### src/hdl/mcil_pkg.sv
// Constants, code bit positions and states of the machine check logic.
package mcil_pkg;

    // Machine check code is 64 bits, bit 0 being the most significant.
    localparam int CODE_W   = 64;
    localparam int CODE_MSB = 63;

    // Interruption type bits.
    localparam int BIT_SD = 0;
    localparam int BIT_PD = 1;
    localparam int BIT_SR = 2;
    localparam int BIT_TD = 3;
    localparam int BIT_CD = 4;

    // Validity bits.
    localparam int BIT_V_MODE    = 20;
    localparam int BIT_V_MASKKEY = 21;
    localparam int BIT_V_PMCC    = 22;
    localparam int BIT_V_IA      = 23;
    localparam int BIT_V_FADDR   = 24;
    localparam int BIT_V_FPR     = 27;
    localparam int BIT_V_GPR     = 28;
    localparam int BIT_V_CR      = 29;
    localparam int BIT_V_STOR    = 31;
    localparam int BIT_V_CPUT    = 46;
    localparam int BIT_V_CKC     = 47;

    // Fixed logout area locations.
    localparam logic [8:0] LOC_CODE  = 9'h0e8;
    localparam logic [8:0] LOC_FADDR = 9'h0f8;
    localparam logic [3:0] LEN_CODE  = 4'h8;
    localparam logic [3:0] LEN_FADDR = 4'h2;

    // Failing address field and the 2K block boundary mask.
    localparam int          FADDR_W    = 16;
    localparam logic [15:0] BLOCK_MASK = 16'hf800;

    // Register port.
    localparam int         REG_W        = 32;
    localparam logic [7:0] ADDR_CR14    = 8'h00;
    localparam logic [7:0] ADDR_STATUS  = 8'h04;
    localparam logic [7:0] ADDR_CODE_HI = 8'h08;
    localparam logic [7:0] ADDR_CODE_LO = 8'h0c;
    localparam logic [7:0] ADDR_FADDR   = 8'h10;

    // Control register 14 field positions and reset values.
    localparam int   CR14_CSTOP    = 0;
    localparam int   CR14_RMASK    = 1;
    localparam int   CR14_EMASK    = 2;
    localparam logic CR14_CSTOP_RV = 1'b1;
    localparam logic CR14_RMASK_RV = 1'b0;
    localparam logic CR14_EMASK_RV = 1'b1;

    // Status register field positions.
    localparam int ST_SD_P   = 0;
    localparam int ST_PD_P   = 1;
    localparam int ST_SR_P   = 2;
    localparam int ST_TD_P   = 3;
    localparam int ST_CSTOP  = 4;
    localparam int ST_FSM_LO = 8;

    typedef enum logic [2:0] {
        MCIL_IDLE   = 3'b000,
        MCIL_REQ    = 3'b001,
        MCIL_SCODE  = 3'b010,
        MCIL_SADDR  = 3'b011,
        MCIL_CSTOP  = 3'b100
    } mcil_state_t;

    function automatic int code_pos(input int b);
        return CODE_MSB - b;
    endfunction

endpackage

### src/hdl/mcil_code_if.sv
// Carrier between the sequencer and the machine check code builder.
`timescale 1ns/1ps
`default_nettype none
interface mcil_code_if;
    logic                         sd;
    logic                         pd;
    logic                         sr;
    logic                         td;
    logic [3:0]                   v_psw;
    logic [2:0]                   v_regs;
    logic                         v_stor;
    logic [1:0]                   v_timer;
    logic                         key_fail;
    logic                         mbit_err;
    logic [mcil_pkg::FADDR_W-1:0] addr_raw;
    logic [mcil_pkg::CODE_W-1:0]  code;
    logic [mcil_pkg::FADDR_W-1:0] fail_addr;

    modport builder (
        input  sd, pd, sr, td, v_psw, v_regs, v_stor, v_timer,
        input  key_fail, mbit_err, addr_raw,
        output code, fail_addr
    );
    modport owner (
        output sd, pd, sr, td, v_psw, v_regs, v_stor, v_timer,
        output key_fail, mbit_err, addr_raw,
        input  code, fail_addr
    );
endinterface
`default_nettype wire

### src/hdl/mcil_code_build.sv
// Composes the eight-byte machine check code and the failing address.
`timescale 1ns/1ps
`default_nettype none
module mcil_code_build (
    // Code fields in, code word out
    mcil_code_if.builder ifc
);

    localparam int P_SD  = mcil_pkg::code_pos(mcil_pkg::BIT_SD);
    localparam int P_PD  = mcil_pkg::code_pos(mcil_pkg::BIT_PD);
    localparam int P_SR  = mcil_pkg::code_pos(mcil_pkg::BIT_SR);
    localparam int P_TD  = mcil_pkg::code_pos(mcil_pkg::BIT_TD);
    localparam int P_CD  = mcil_pkg::code_pos(mcil_pkg::BIT_CD);
    localparam int P_VM  = mcil_pkg::code_pos(mcil_pkg::BIT_V_MODE);
    localparam int P_VK  = mcil_pkg::code_pos(mcil_pkg::BIT_V_MASKKEY);
    localparam int P_VP  = mcil_pkg::code_pos(mcil_pkg::BIT_V_PMCC);
    localparam int P_VI  = mcil_pkg::code_pos(mcil_pkg::BIT_V_IA);
    localparam int P_VA  = mcil_pkg::code_pos(mcil_pkg::BIT_V_FADDR);
    localparam int P_VF  = mcil_pkg::code_pos(mcil_pkg::BIT_V_FPR);
    localparam int P_VG  = mcil_pkg::code_pos(mcil_pkg::BIT_V_GPR);
    localparam int P_VC  = mcil_pkg::code_pos(mcil_pkg::BIT_V_CR);
    localparam int P_VS  = mcil_pkg::code_pos(mcil_pkg::BIT_V_STOR);
    localparam int P_VT  = mcil_pkg::code_pos(mcil_pkg::BIT_V_CPUT);
    localparam int P_VQ  = mcil_pkg::code_pos(mcil_pkg::BIT_V_CKC);

    always_comb begin
        ifc.code = '0;
        ifc.code[P_SD] = ifc.sd;
        ifc.code[P_PD] = ifc.pd;
        ifc.code[P_SR] = ifc.sr;
        // Timing damage cannot be pinned on one facility, so both go up.
        ifc.code[P_TD] = ifc.td;
        ifc.code[P_CD] = ifc.td;
        ifc.code[P_VM] = ifc.v_psw[0];
        ifc.code[P_VK] = ifc.v_psw[1];
        ifc.code[P_VP] = ifc.v_psw[2];
        ifc.code[P_VI] = ifc.v_psw[3];
        ifc.code[P_VA] = ifc.pd & (ifc.key_fail | ifc.mbit_err);
        ifc.code[P_VF] = ifc.v_regs[0];
        ifc.code[P_VG] = ifc.v_regs[1];
        ifc.code[P_VC] = ifc.v_regs[2];
        ifc.code[P_VS] = ifc.v_stor;
        ifc.code[P_VT] = ifc.v_timer[0];
        ifc.code[P_VQ] = ifc.v_timer[1];
    end

    always_comb begin
        if (ifc.key_fail) begin
            ifc.fail_addr = ifc.addr_raw & mcil_pkg::BLOCK_MASK;
        end else if (ifc.mbit_err) begin
            ifc.fail_addr = ifc.addr_raw;
        end else begin
            ifc.fail_addr = '0;
        end
    end

endmodule
`default_nettype wire

### src/hdl/mcil_top.sv
// Machine check interruption sequencer with its register port.
//
// Function
// - Status word bit 13 zero blocks every machine check interruption.
// - Recovery and external damage masks gate all but system/processing.
// - Masks gate interruption and logout only; diskette log is separate.
// - Timing damage, recovery are repressible; system, processing exigent.
// - Timing damage taken only with bit 13 and external mask set.
// - Any timing damage sets both code bits 3 and 4.
// - Clock error state or timer/comparator damage raises timing damage.
// - Set/store on damaged timer or comparator adds processing damage.
// - Recovery report taken only with bit 13 and recovery mask set.
// - Processing damage sets code bit 1, taken whenever bit 13 set.
// - Key failure gives 2K block address; multibit error the exact address.
// - System damage sets code bit 0, taken whenever bit 13 set.
// - Code is stored at locations 232 to 239 on interruption.
// - Code bits 20 to 23 mark validity of old status fields.
// - Code bit 24 marks failing address valid, stored at 248-249.
// - Code bits 27 to 29 mark saved register validity.
// - Bit 31 storage validity, bits 46 and 47 timer values.
// - Reset enables external damage and disables recovery report.
// - Normal mode exigent damage with bit 13 zero forces check stop.
`timescale 1ns/1ps
`default_nettype none
module mcil_top (
    // Clock, reset, enable
    input  wire logic        clk_sys,
    input  wire logic        rst,
    input  wire logic        ce,
    // Error detection and retry events, one-cycle pulses
    input  wire logic        sys_damage_ev,
    input  wire logic        proc_damage_ev,
    input  wire logic        retry_ok_ev,
    input  wire logic        tod_error_ev,
    input  wire logic        timer_damage_ev,
    input  wire logic        timer_instr_ev,
    input  wire logic        key_fail_ev,
    input  wire logic        mbit_err_ev,
    input  wire logic [15:0] err_addr,
    // Processor state and validity of saved fields
    input  wire logic        psw_mc_mask,
    input  wire logic        normal_mode,
    input  wire logic [3:0]  valid_psw,
    input  wire logic [2:0]  valid_regs,
    input  wire logic        valid_storage,
    input  wire logic [1:0]  valid_timers,
    // Interruption sequencing handshake
    output logic             mc_int_req,
    output logic             mc_int_exigent,
    input  wire logic        mc_int_ack,
    // Logout store port
    output logic             store_valid,
    output logic [8:0]       store_addr,
    output logic [63:0]      store_data,
    output logic [3:0]       store_len,
    // Check stop and diskette logging
    output logic             check_stop,
    output logic             diskette_log,
    // Register port
    input  wire logic [7:0]  reg_addr,
    input  wire logic [31:0] reg_wdata,
    input  wire logic        reg_wr,
    input  wire logic        reg_rd,
    output logic [31:0]      reg_rdata
);

    ////////////////////////////////////////////////////////////////////////
    // Declarations and code builder.

    mcil_pkg::mcil_state_t state_r;
    mcil_pkg::mcil_state_t state_nxt;

    logic                         system_damage_flag;
    logic                         instr_processing_damage_flag;
    logic                         system_recovery_flag;
    logic                         timer_damage_flag;
    logic                         cstop_ctl_r;
    logic                         rmask_r;
    logic                         emask_r;
    logic                         key_fail_r;
    logic                         mbit_err_r;
    logic [mcil_pkg::FADDR_W-1:0] addr_r;
    logic [mcil_pkg::CODE_W-1:0]  code_r;
    logic [mcil_pkg::FADDR_W-1:0] faddr_r;
    logic                         taken_exig_r;
    logic                         check_stop_r;
    logic                         store_valid_r;
    logic [8:0]                   store_addr_r;
    logic [63:0]                  store_data_r;
    logic [3:0]                   store_len_r;
    logic                         diskette_log_r;
    logic [31:0]                  rdata_r;

    logic set_sd;
    logic set_pd;
    logic set_sr;
    logic set_td;
    logic elig_sd;
    logic elig_pd;
    logic elig_sr;
    logic elig_td;
    logic elig_any;
    logic exigent_p;
    logic take;
    logic cstop_cond;
    logic busy;

    mcil_code_if code_if ();

    mcil_code_build u_build (
        .ifc (code_if)
    );

    ////////////////////////////////////////////////////////////////////////
    // Event classification and eligibility.

    always_comb begin
        set_sd = sys_damage_ev;
        set_pd = proc_damage_ev | timer_instr_ev;
        set_sr = retry_ok_ev;
        set_td = tod_error_ev | timer_damage_ev | timer_instr_ev;
    end

    always_comb begin
        // Exigent conditions ignore the two mask bits.
        exigent_p = system_damage_flag | instr_processing_damage_flag;
        elig_sd = psw_mc_mask & system_damage_flag;
        elig_pd = psw_mc_mask & instr_processing_damage_flag;
        elig_sr = psw_mc_mask & rmask_r & system_recovery_flag;
        elig_td = psw_mc_mask & emask_r & timer_damage_flag;
        elig_any = elig_sd | elig_pd | elig_sr | elig_td;
        busy = (state_r == mcil_pkg::MCIL_SCODE) |
               (state_r == mcil_pkg::MCIL_SADDR) |
               (state_r == mcil_pkg::MCIL_REQ);
        // A new exigent event while an exigent one is being logged out
        // leaves no valid status to report, so in normal mode the processor stops.
        cstop_cond = normal_mode &
                     ((exigent_p & ~psw_mc_mask) |
                      (taken_exig_r & busy & (set_sd | set_pd)));
        take = (state_r == mcil_pkg::MCIL_REQ) & mc_int_ack & elig_any;
    end

    always_comb begin
        code_if.sd       = elig_sd;
        code_if.pd       = elig_pd;
        code_if.sr       = elig_sr;
        code_if.td       = elig_td;
        code_if.v_psw    = valid_psw;
        code_if.v_regs   = valid_regs;
        code_if.v_stor   = valid_storage;
        code_if.v_timer  = valid_timers;
        code_if.key_fail = key_fail_r;
        code_if.mbit_err = mbit_err_r;
        code_if.addr_raw = addr_r;
    end

    ////////////////////////////////////////////////////////////////////////
    // Pending flags; an event in the cycle of its clear wins.

    always_ff @(posedge clk_sys) begin
        if (rst) begin
            system_damage_flag           <= 1'b0;
            instr_processing_damage_flag <= 1'b0;
            system_recovery_flag         <= 1'b0;
            timer_damage_flag            <= 1'b0;
        end else if (ce) begin
            system_damage_flag <= set_sd |
                                  (system_damage_flag & ~(take & elig_sd));
            instr_processing_damage_flag <= set_pd |
                (instr_processing_damage_flag & ~(take & elig_pd));
            system_recovery_flag <= set_sr |
                (system_recovery_flag & ~(take & elig_sr));
            timer_damage_flag <= set_td |
                                 (timer_damage_flag & ~(take & elig_td));
        end
    end

    always_ff @(posedge clk_sys) begin
        if (rst) begin
            key_fail_r <= 1'b0;
            mbit_err_r <= 1'b0;
            addr_r     <= '0;
        end else if (ce) begin
            if (key_fail_ev | mbit_err_ev) begin
                key_fail_r <= key_fail_ev;
                mbit_err_r <= mbit_err_ev & ~key_fail_ev;
                addr_r     <= err_addr;
            end else if (take & elig_pd) begin
                key_fail_r <= 1'b0;
                mbit_err_r <= 1'b0;
            end
        end
    end

    ////////////////////////////////////////////////////////////////////////
    // Interruption and logout sequencer.

    always_comb begin
        state_nxt = state_r;
        case (state_r)
            mcil_pkg::MCIL_IDLE: begin
                if (cstop_cond) begin
                    state_nxt = mcil_pkg::MCIL_CSTOP;
                end else if (elig_any) begin
                    state_nxt = mcil_pkg::MCIL_REQ;
                end
            end
            mcil_pkg::MCIL_REQ: begin
                if (cstop_cond) begin
                    state_nxt = mcil_pkg::MCIL_CSTOP;
                end else if (take) begin
                    state_nxt = mcil_pkg::MCIL_SCODE;
                end else if (!elig_any) begin
                    state_nxt = mcil_pkg::MCIL_IDLE;
                end
            end
            mcil_pkg::MCIL_SCODE: begin
                state_nxt = cstop_cond ? mcil_pkg::MCIL_CSTOP
                                       : mcil_pkg::MCIL_SADDR;
            end
            mcil_pkg::MCIL_SADDR: begin
                state_nxt = cstop_cond ? mcil_pkg::MCIL_CSTOP
                                       : mcil_pkg::MCIL_IDLE;
            end
            mcil_pkg::MCIL_CSTOP: begin
                // Only reset leaves check stop.
                state_nxt = mcil_pkg::MCIL_CSTOP;
            end
            default: begin
                state_nxt = mcil_pkg::MCIL_IDLE;
            end
        endcase
    end

    always_ff @(posedge clk_sys) begin
        if (rst) begin
            state_r <= mcil_pkg::MCIL_IDLE;
        end else if (ce) begin
            state_r <= state_nxt;
        end
    end

    always_ff @(posedge clk_sys) begin
        if (rst) begin
            code_r       <= '0;
            faddr_r      <= '0;
            taken_exig_r <= 1'b0;
        end else if (ce) begin
            if (take) begin
                code_r       <= code_if.code;
                faddr_r      <= code_if.fail_addr;
                taken_exig_r <= elig_sd | elig_pd;
            end else if (state_r == mcil_pkg::MCIL_IDLE) begin
                taken_exig_r <= 1'b0;
            end
        end
    end

    always_ff @(posedge clk_sys) begin
        if (rst) begin
            check_stop_r <= 1'b0;
        end else if (ce) begin
            check_stop_r <= (state_nxt == mcil_pkg::MCIL_CSTOP);
        end
    end

    // The store port carries the code in one beat and the address next.
    always_ff @(posedge clk_sys) begin
        if (rst) begin
            store_valid_r <= 1'b0;
            store_addr_r  <= '0;
            store_data_r  <= '0;
            store_len_r   <= '0;
        end else if (ce) begin
            store_valid_r <= 1'b0;
            if (state_r == mcil_pkg::MCIL_SCODE && !cstop_cond) begin
                store_valid_r <= 1'b1;
                store_addr_r  <= mcil_pkg::LOC_CODE;
                store_data_r  <= code_r;
                store_len_r   <= mcil_pkg::LEN_CODE;
            end else if (state_r == mcil_pkg::MCIL_SADDR && !cstop_cond) begin
                store_valid_r <= 1'b1;
                store_addr_r  <= mcil_pkg::LOC_FADDR;
                store_data_r  <= {{(mcil_pkg::CODE_W-mcil_pkg::FADDR_W){1'b0}},
                                  faddr_r};
                store_len_r   <= mcil_pkg::LEN_FADDR;
            end
        end
    end

    // Diskette logging sees every event but key failure and multibit error, masked or not.
    always_ff @(posedge clk_sys) begin
        if (rst) begin
            diskette_log_r <= 1'b0;
        end else if (ce) begin
            diskette_log_r <= set_sd | set_pd | set_sr | set_td;
        end
    end

    ////////////////////////////////////////////////////////////////////////
    // Register port.

    always_ff @(posedge clk_sys) begin
        if (rst) begin
            cstop_ctl_r <= mcil_pkg::CR14_CSTOP_RV;
            rmask_r     <= mcil_pkg::CR14_RMASK_RV;
            emask_r     <= mcil_pkg::CR14_EMASK_RV;
        end else if (ce && reg_wr && reg_addr == mcil_pkg::ADDR_CR14) begin
            cstop_ctl_r <= reg_wdata[mcil_pkg::CR14_CSTOP];
            rmask_r     <= reg_wdata[mcil_pkg::CR14_RMASK];
            emask_r     <= reg_wdata[mcil_pkg::CR14_EMASK];
        end
    end

    always_ff @(posedge clk_sys) begin
        if (rst) begin
            rdata_r <= '0;
        end else if (ce) begin
            rdata_r <= '0;
            if (reg_rd) begin
                case (reg_addr)
                    mcil_pkg::ADDR_CR14: begin
                        rdata_r[mcil_pkg::CR14_CSTOP] <= cstop_ctl_r;
                        rdata_r[mcil_pkg::CR14_RMASK] <= rmask_r;
                        rdata_r[mcil_pkg::CR14_EMASK] <= emask_r;
                    end
                    mcil_pkg::ADDR_STATUS: begin
                        rdata_r[mcil_pkg::ST_SD_P] <= system_damage_flag;
                        rdata_r[mcil_pkg::ST_PD_P] <=
                            instr_processing_damage_flag;
                        rdata_r[mcil_pkg::ST_SR_P] <= system_recovery_flag;
                        rdata_r[mcil_pkg::ST_TD_P] <= timer_damage_flag;
                        rdata_r[mcil_pkg::ST_CSTOP] <= check_stop_r;
                        rdata_r[mcil_pkg::ST_FSM_LO +: 3] <= state_r;
                    end
                    mcil_pkg::ADDR_CODE_HI: begin
                        rdata_r <= code_r[mcil_pkg::CODE_MSB -: 32];
                    end
                    mcil_pkg::ADDR_CODE_LO: begin
                        rdata_r <= code_r[31:0];
                    end
                    mcil_pkg::ADDR_FADDR: begin
                        rdata_r[mcil_pkg::FADDR_W-1:0] <= faddr_r;
                    end
                    default: begin
                        rdata_r <= '0;
                    end
                endcase
            end
        end
    end

    ////////////////////////////////////////////////////////////////////////
    // Outputs.

    assign mc_int_req     = (state_r == mcil_pkg::MCIL_REQ) & elig_any;
    assign mc_int_exigent = mc_int_req & (elig_sd | elig_pd);
    assign store_valid    = store_valid_r;
    assign store_addr     = store_addr_r;
    assign store_data     = store_data_r;
    assign store_len      = store_len_r;
    assign check_stop     = check_stop_r;
    assign diskette_log   = diskette_log_r;
    assign reg_rdata      = rdata_r;

endmodule
`default_nettype wire

### config.mk
export PLATFORM = sky130hd
export DESIGN_NAME = mcil_top
export DESIGN_NICKNAME = d
export VERILOG_FILES = /design/src/hdl/mcil_pkg.sv /design/src/hdl/mcil_code_if.sv /design/src/hdl/mcil_code_build.sv /design/src/hdl/mcil_top.sv
export SDC_FILE = /design/constraint.sdc
export NUM_CORES = 1
export LEC_CHECK = 0
export BUFFER_PORTS_ARGS = -buffer_cell sky130_fd_sc_hd__buf_4
export CORE_MARGIN = 3
export CORE_UTILIZATION = 25
export CTS_CLUSTER_SIZE = 16
export DETAILED_ROUTE_END_ITERATION = 8
export HOLD_SLACK_MARGIN = 0.1
export PLACE_DENSITY = 0.41
export SYNTH_ARGS = -nofsm -noshare
export SYNTH_HDL_FRONTEND = slang
export SYNTH_HIERARCHICAL = 1
export SYNTH_SLANG_ARGS = --single-unit
### constraint.sdc
create_clock -name clk_sys -period 4.74 [get_ports clk_sys]
set_input_delay 0.711 -clock clk_sys [delete_from_list [all_inputs] [get_ports clk_sys]]
set_output_delay 0.711 -clock clk_sys [all_outputs]
set_load 0.05 [all_outputs]
==> reports/qor.txt <==
initial antenna violation count - 0
core area - 38,110 um2
CP Data Arrival Time - 3.16 ns
Synth area leader - dfxtp_1
RSZ-0062 raised after global routing - no
CP endpoint kind - register
Clock transition at path regs - 0.06 ns
asr flop ratio synth - 0%
worst-skew pair later-pin latency - 0.52 ns
Cells after DPL - 1,744
area of placed instances - 10,950 um2
hpwl dp - 20,570 um
setup_tns - 0 ns
Final Hold Fails - 0
Reg area - 4228 um2
detailed router's first-iteration violation count - 511
Final GP Congestion - 0.7460
wire per inst - 17.56 um
Mapped Area - 9779 um2
Total GRT Usage - 14.61%
Fin Hold WS - 0.4273 ns
Yosys cell types - 56
via count - 8,038
cell count after synthesis - 1,176
Mean Syn Cell Area - 8.316 um2
Die ar. - 41,530 um2
Clock Path Buffers - 3
FP Rows - 71
post-layout net count - 1,343
status - complete, no violations
area grow syn2layout - 20.62%
initial core utilization - 25.66%
Slowest-stage cell, CP - buf_4
share of layout cells above drive strength 1 - 19.86%
CP Cell Sequence - buf_4, and2b_1, nand3_4, buf_4, a211o_1, a21oi_1
commonest register cell after synthesis - dfxtp_1
non-filler cells, final - 1,790
slowest stage delay, CP - 0.58 ns
Clock Skew - 0.009004 ns
Slew @ Worst Pin - 1.170 ns
Routed Antenna Nets - 0
fin area - 11,800 um2
routed wire length - 31,430 um
Fillers - 4,077
post_cts resized - 0
most frequent cells in the layout - 220 x nand2_1, 210 x dfxtp_1, 172 x a21oi_1
Max Freq - 367.3 MHz
final core occ - 30.95%
die span in x - 203.8 um
routed vias/inst - 4.491
Worst VDD drop - 0.2034 mV
Worst Path Required - 5.18 ns
Slew Limit Fails - 0
H-tree Lvls - 1
# setup viols final - 0
worst path bufs/invs - 2
CTS Hold Buffers Added - 0
Synth area leaders - dfxtp_1 43%, a21oi_1 8.8%, nand2_1 8.4%, buf_4 5.7%, a211o_1 4.4%
register area share after synthesis - 43.19%
diode count - 0
largest net degree at the start of global routing - 99
Crit Path Max Fanout - 73
postcts setup bufs - 0
Ys Warns - 6
Top cell by count, worst path - buf_4
IO Pins - 196
Lkg Pwr - 0.004203 uW
GRT Residual Overflow - 0
max-cap viol count - 0
FF+latch count, synth - 211
Post-synth EDFFs - 0
Crit path max-delay family - buffers and inverters
critical path type - in -> reg
crit start category - input pin
root buffer cell - clkbuf_16
first-pass GRT wire length - 47,690 um
Num CTS Buffers - 26
# clock sinks - 211
fin crit share - 57.45%
Port Buffers - 160
Tightest Hold Check Type - in -> reg
Rel. slew slack - 21.46%
vias in the first global route - 7,607
CTS tree - yes
Synth top area share - 43.19%
final worst path period need - 2.723 ns
PD cells - 339.2 nW/um2
leading cell type in the layout, fill and taps excluded - nand2_1
die height - 203.8 um
First-pass DRT Iterations - 4
area occupied by multi-input gates - 4564 um2
drt drc - 0
path summary, 6_finish.rpt:
check / depth (start not counted) / slack, ns / end / startpoint
worst max-delay path: 6 / 2.02 / store_data[21] / ce
worst max register to register: 6 / 2.07 / store_data[21] / state_r[2]
worst min-delay path: 2 / 0.43 / emask_r / reg_wdata[2]
worst min register to register: 2 / 0.45 / reg_rdata[12] / reg_rdata[12]
flip-flops by register name, summed over array words and instances, names as in the netlist, 2 cells and up:
register    flops
state_r         3
reg_rdata      32
addr_r         16
store_addr      2
faddr_r        16
code_r         64
store_data     64
cells in the mapped netlist, types with 2 or more instances:
master and count:
a211o_1 49, a211oi_1 16, a21o_1 4, a21oi_1 172
a221o_1 3, a22o_1 12, a22oi_1 14, a2bb2oi_1 3
a31oi_1 2, and2b_1 2, and3_1 2, and3b_1 21
and3b_2 7, buf_1 4, buf_2 15, buf_4 74
buf_6 12, clkbuf_1 63, conb_1 2, dfxtp_1 211
inv_1 53, mux2_2 17, mux2i_1 21, nand2_1 220
nand2b_1 6, nand2b_4 2, nand3_1 54, nand3b_1 7
nor2_1 26, nor2b_1 20, nor3_1 8, nor4_4 2
o21a_1 8, o21ai_0 10, o21ai_1 10, o221ai_1 3
or3_1 2
stage by stage:
stage | setup WS [ns] | total power [uW]
final | 2.017 | 4001
after global routing | 1.860 | 4163
after CTS | 2.039 | 4072
after detailed placement | 1.471 | 2074
after global placement | 1.521 | 2074
after floorplan | 1.773 | 2027
kinds of logic (layout without fill, tap and decap cells):
kind of cell	Yosys count	count (layout)	synth area share (%)
AND/OR/NAND/NOR	387	387	19.41
AO/OA/AOI/OAI	317	317	20.78
buffers and inverters	221	272	12.44
flip-flops	211	211	43.19
multiplexers	38	38	4.107
other	2	54	0.07679
power by group:
| part | total [uW] | switching [uW] | internal, uW |
|---|---|---|---|
| registers | 1810 | 17.2 | 1790 |
| clock network | 1970 | 774 | 1200 |
| logic | 225 | 151 | 73.7 |
final cells by class:
| cell class | count | area share (%) |
|---|---|---|
| Tap cell | 511 | 5.420 |
| Timing Repair Buffer | 173 | 11.15 |
| Sequential cell | 211 | 35.84 |
| Multi-Input combinational cell | 796 | 38.69 |
| Inverter | 53 | 1.686 |
| Clock inverter | 7 | 0.5091 |
| Clock buffer | 39 | 6.703 |
per-layer routing:
metal	GRT usage (%)	vias to the layer above	wire, um
met4	3.147	0	496
met3	2.953	31	1743
met1	22.84	3742	16470
li1	-	4087	-
met2	20.44	178	12710
met5	0	-	0
worst register-to-register path, delay by kind of cell (launching register included):
kind,cells,cell delay [ns]
AND/OR/NAND/NOR,1,0.32
flip-flops,1,0.53
buffers and inverters,2,1.21
AO/OA/AOI/OAI,3,0.45
Note: power is estimated with default switching activity, not from simulation.
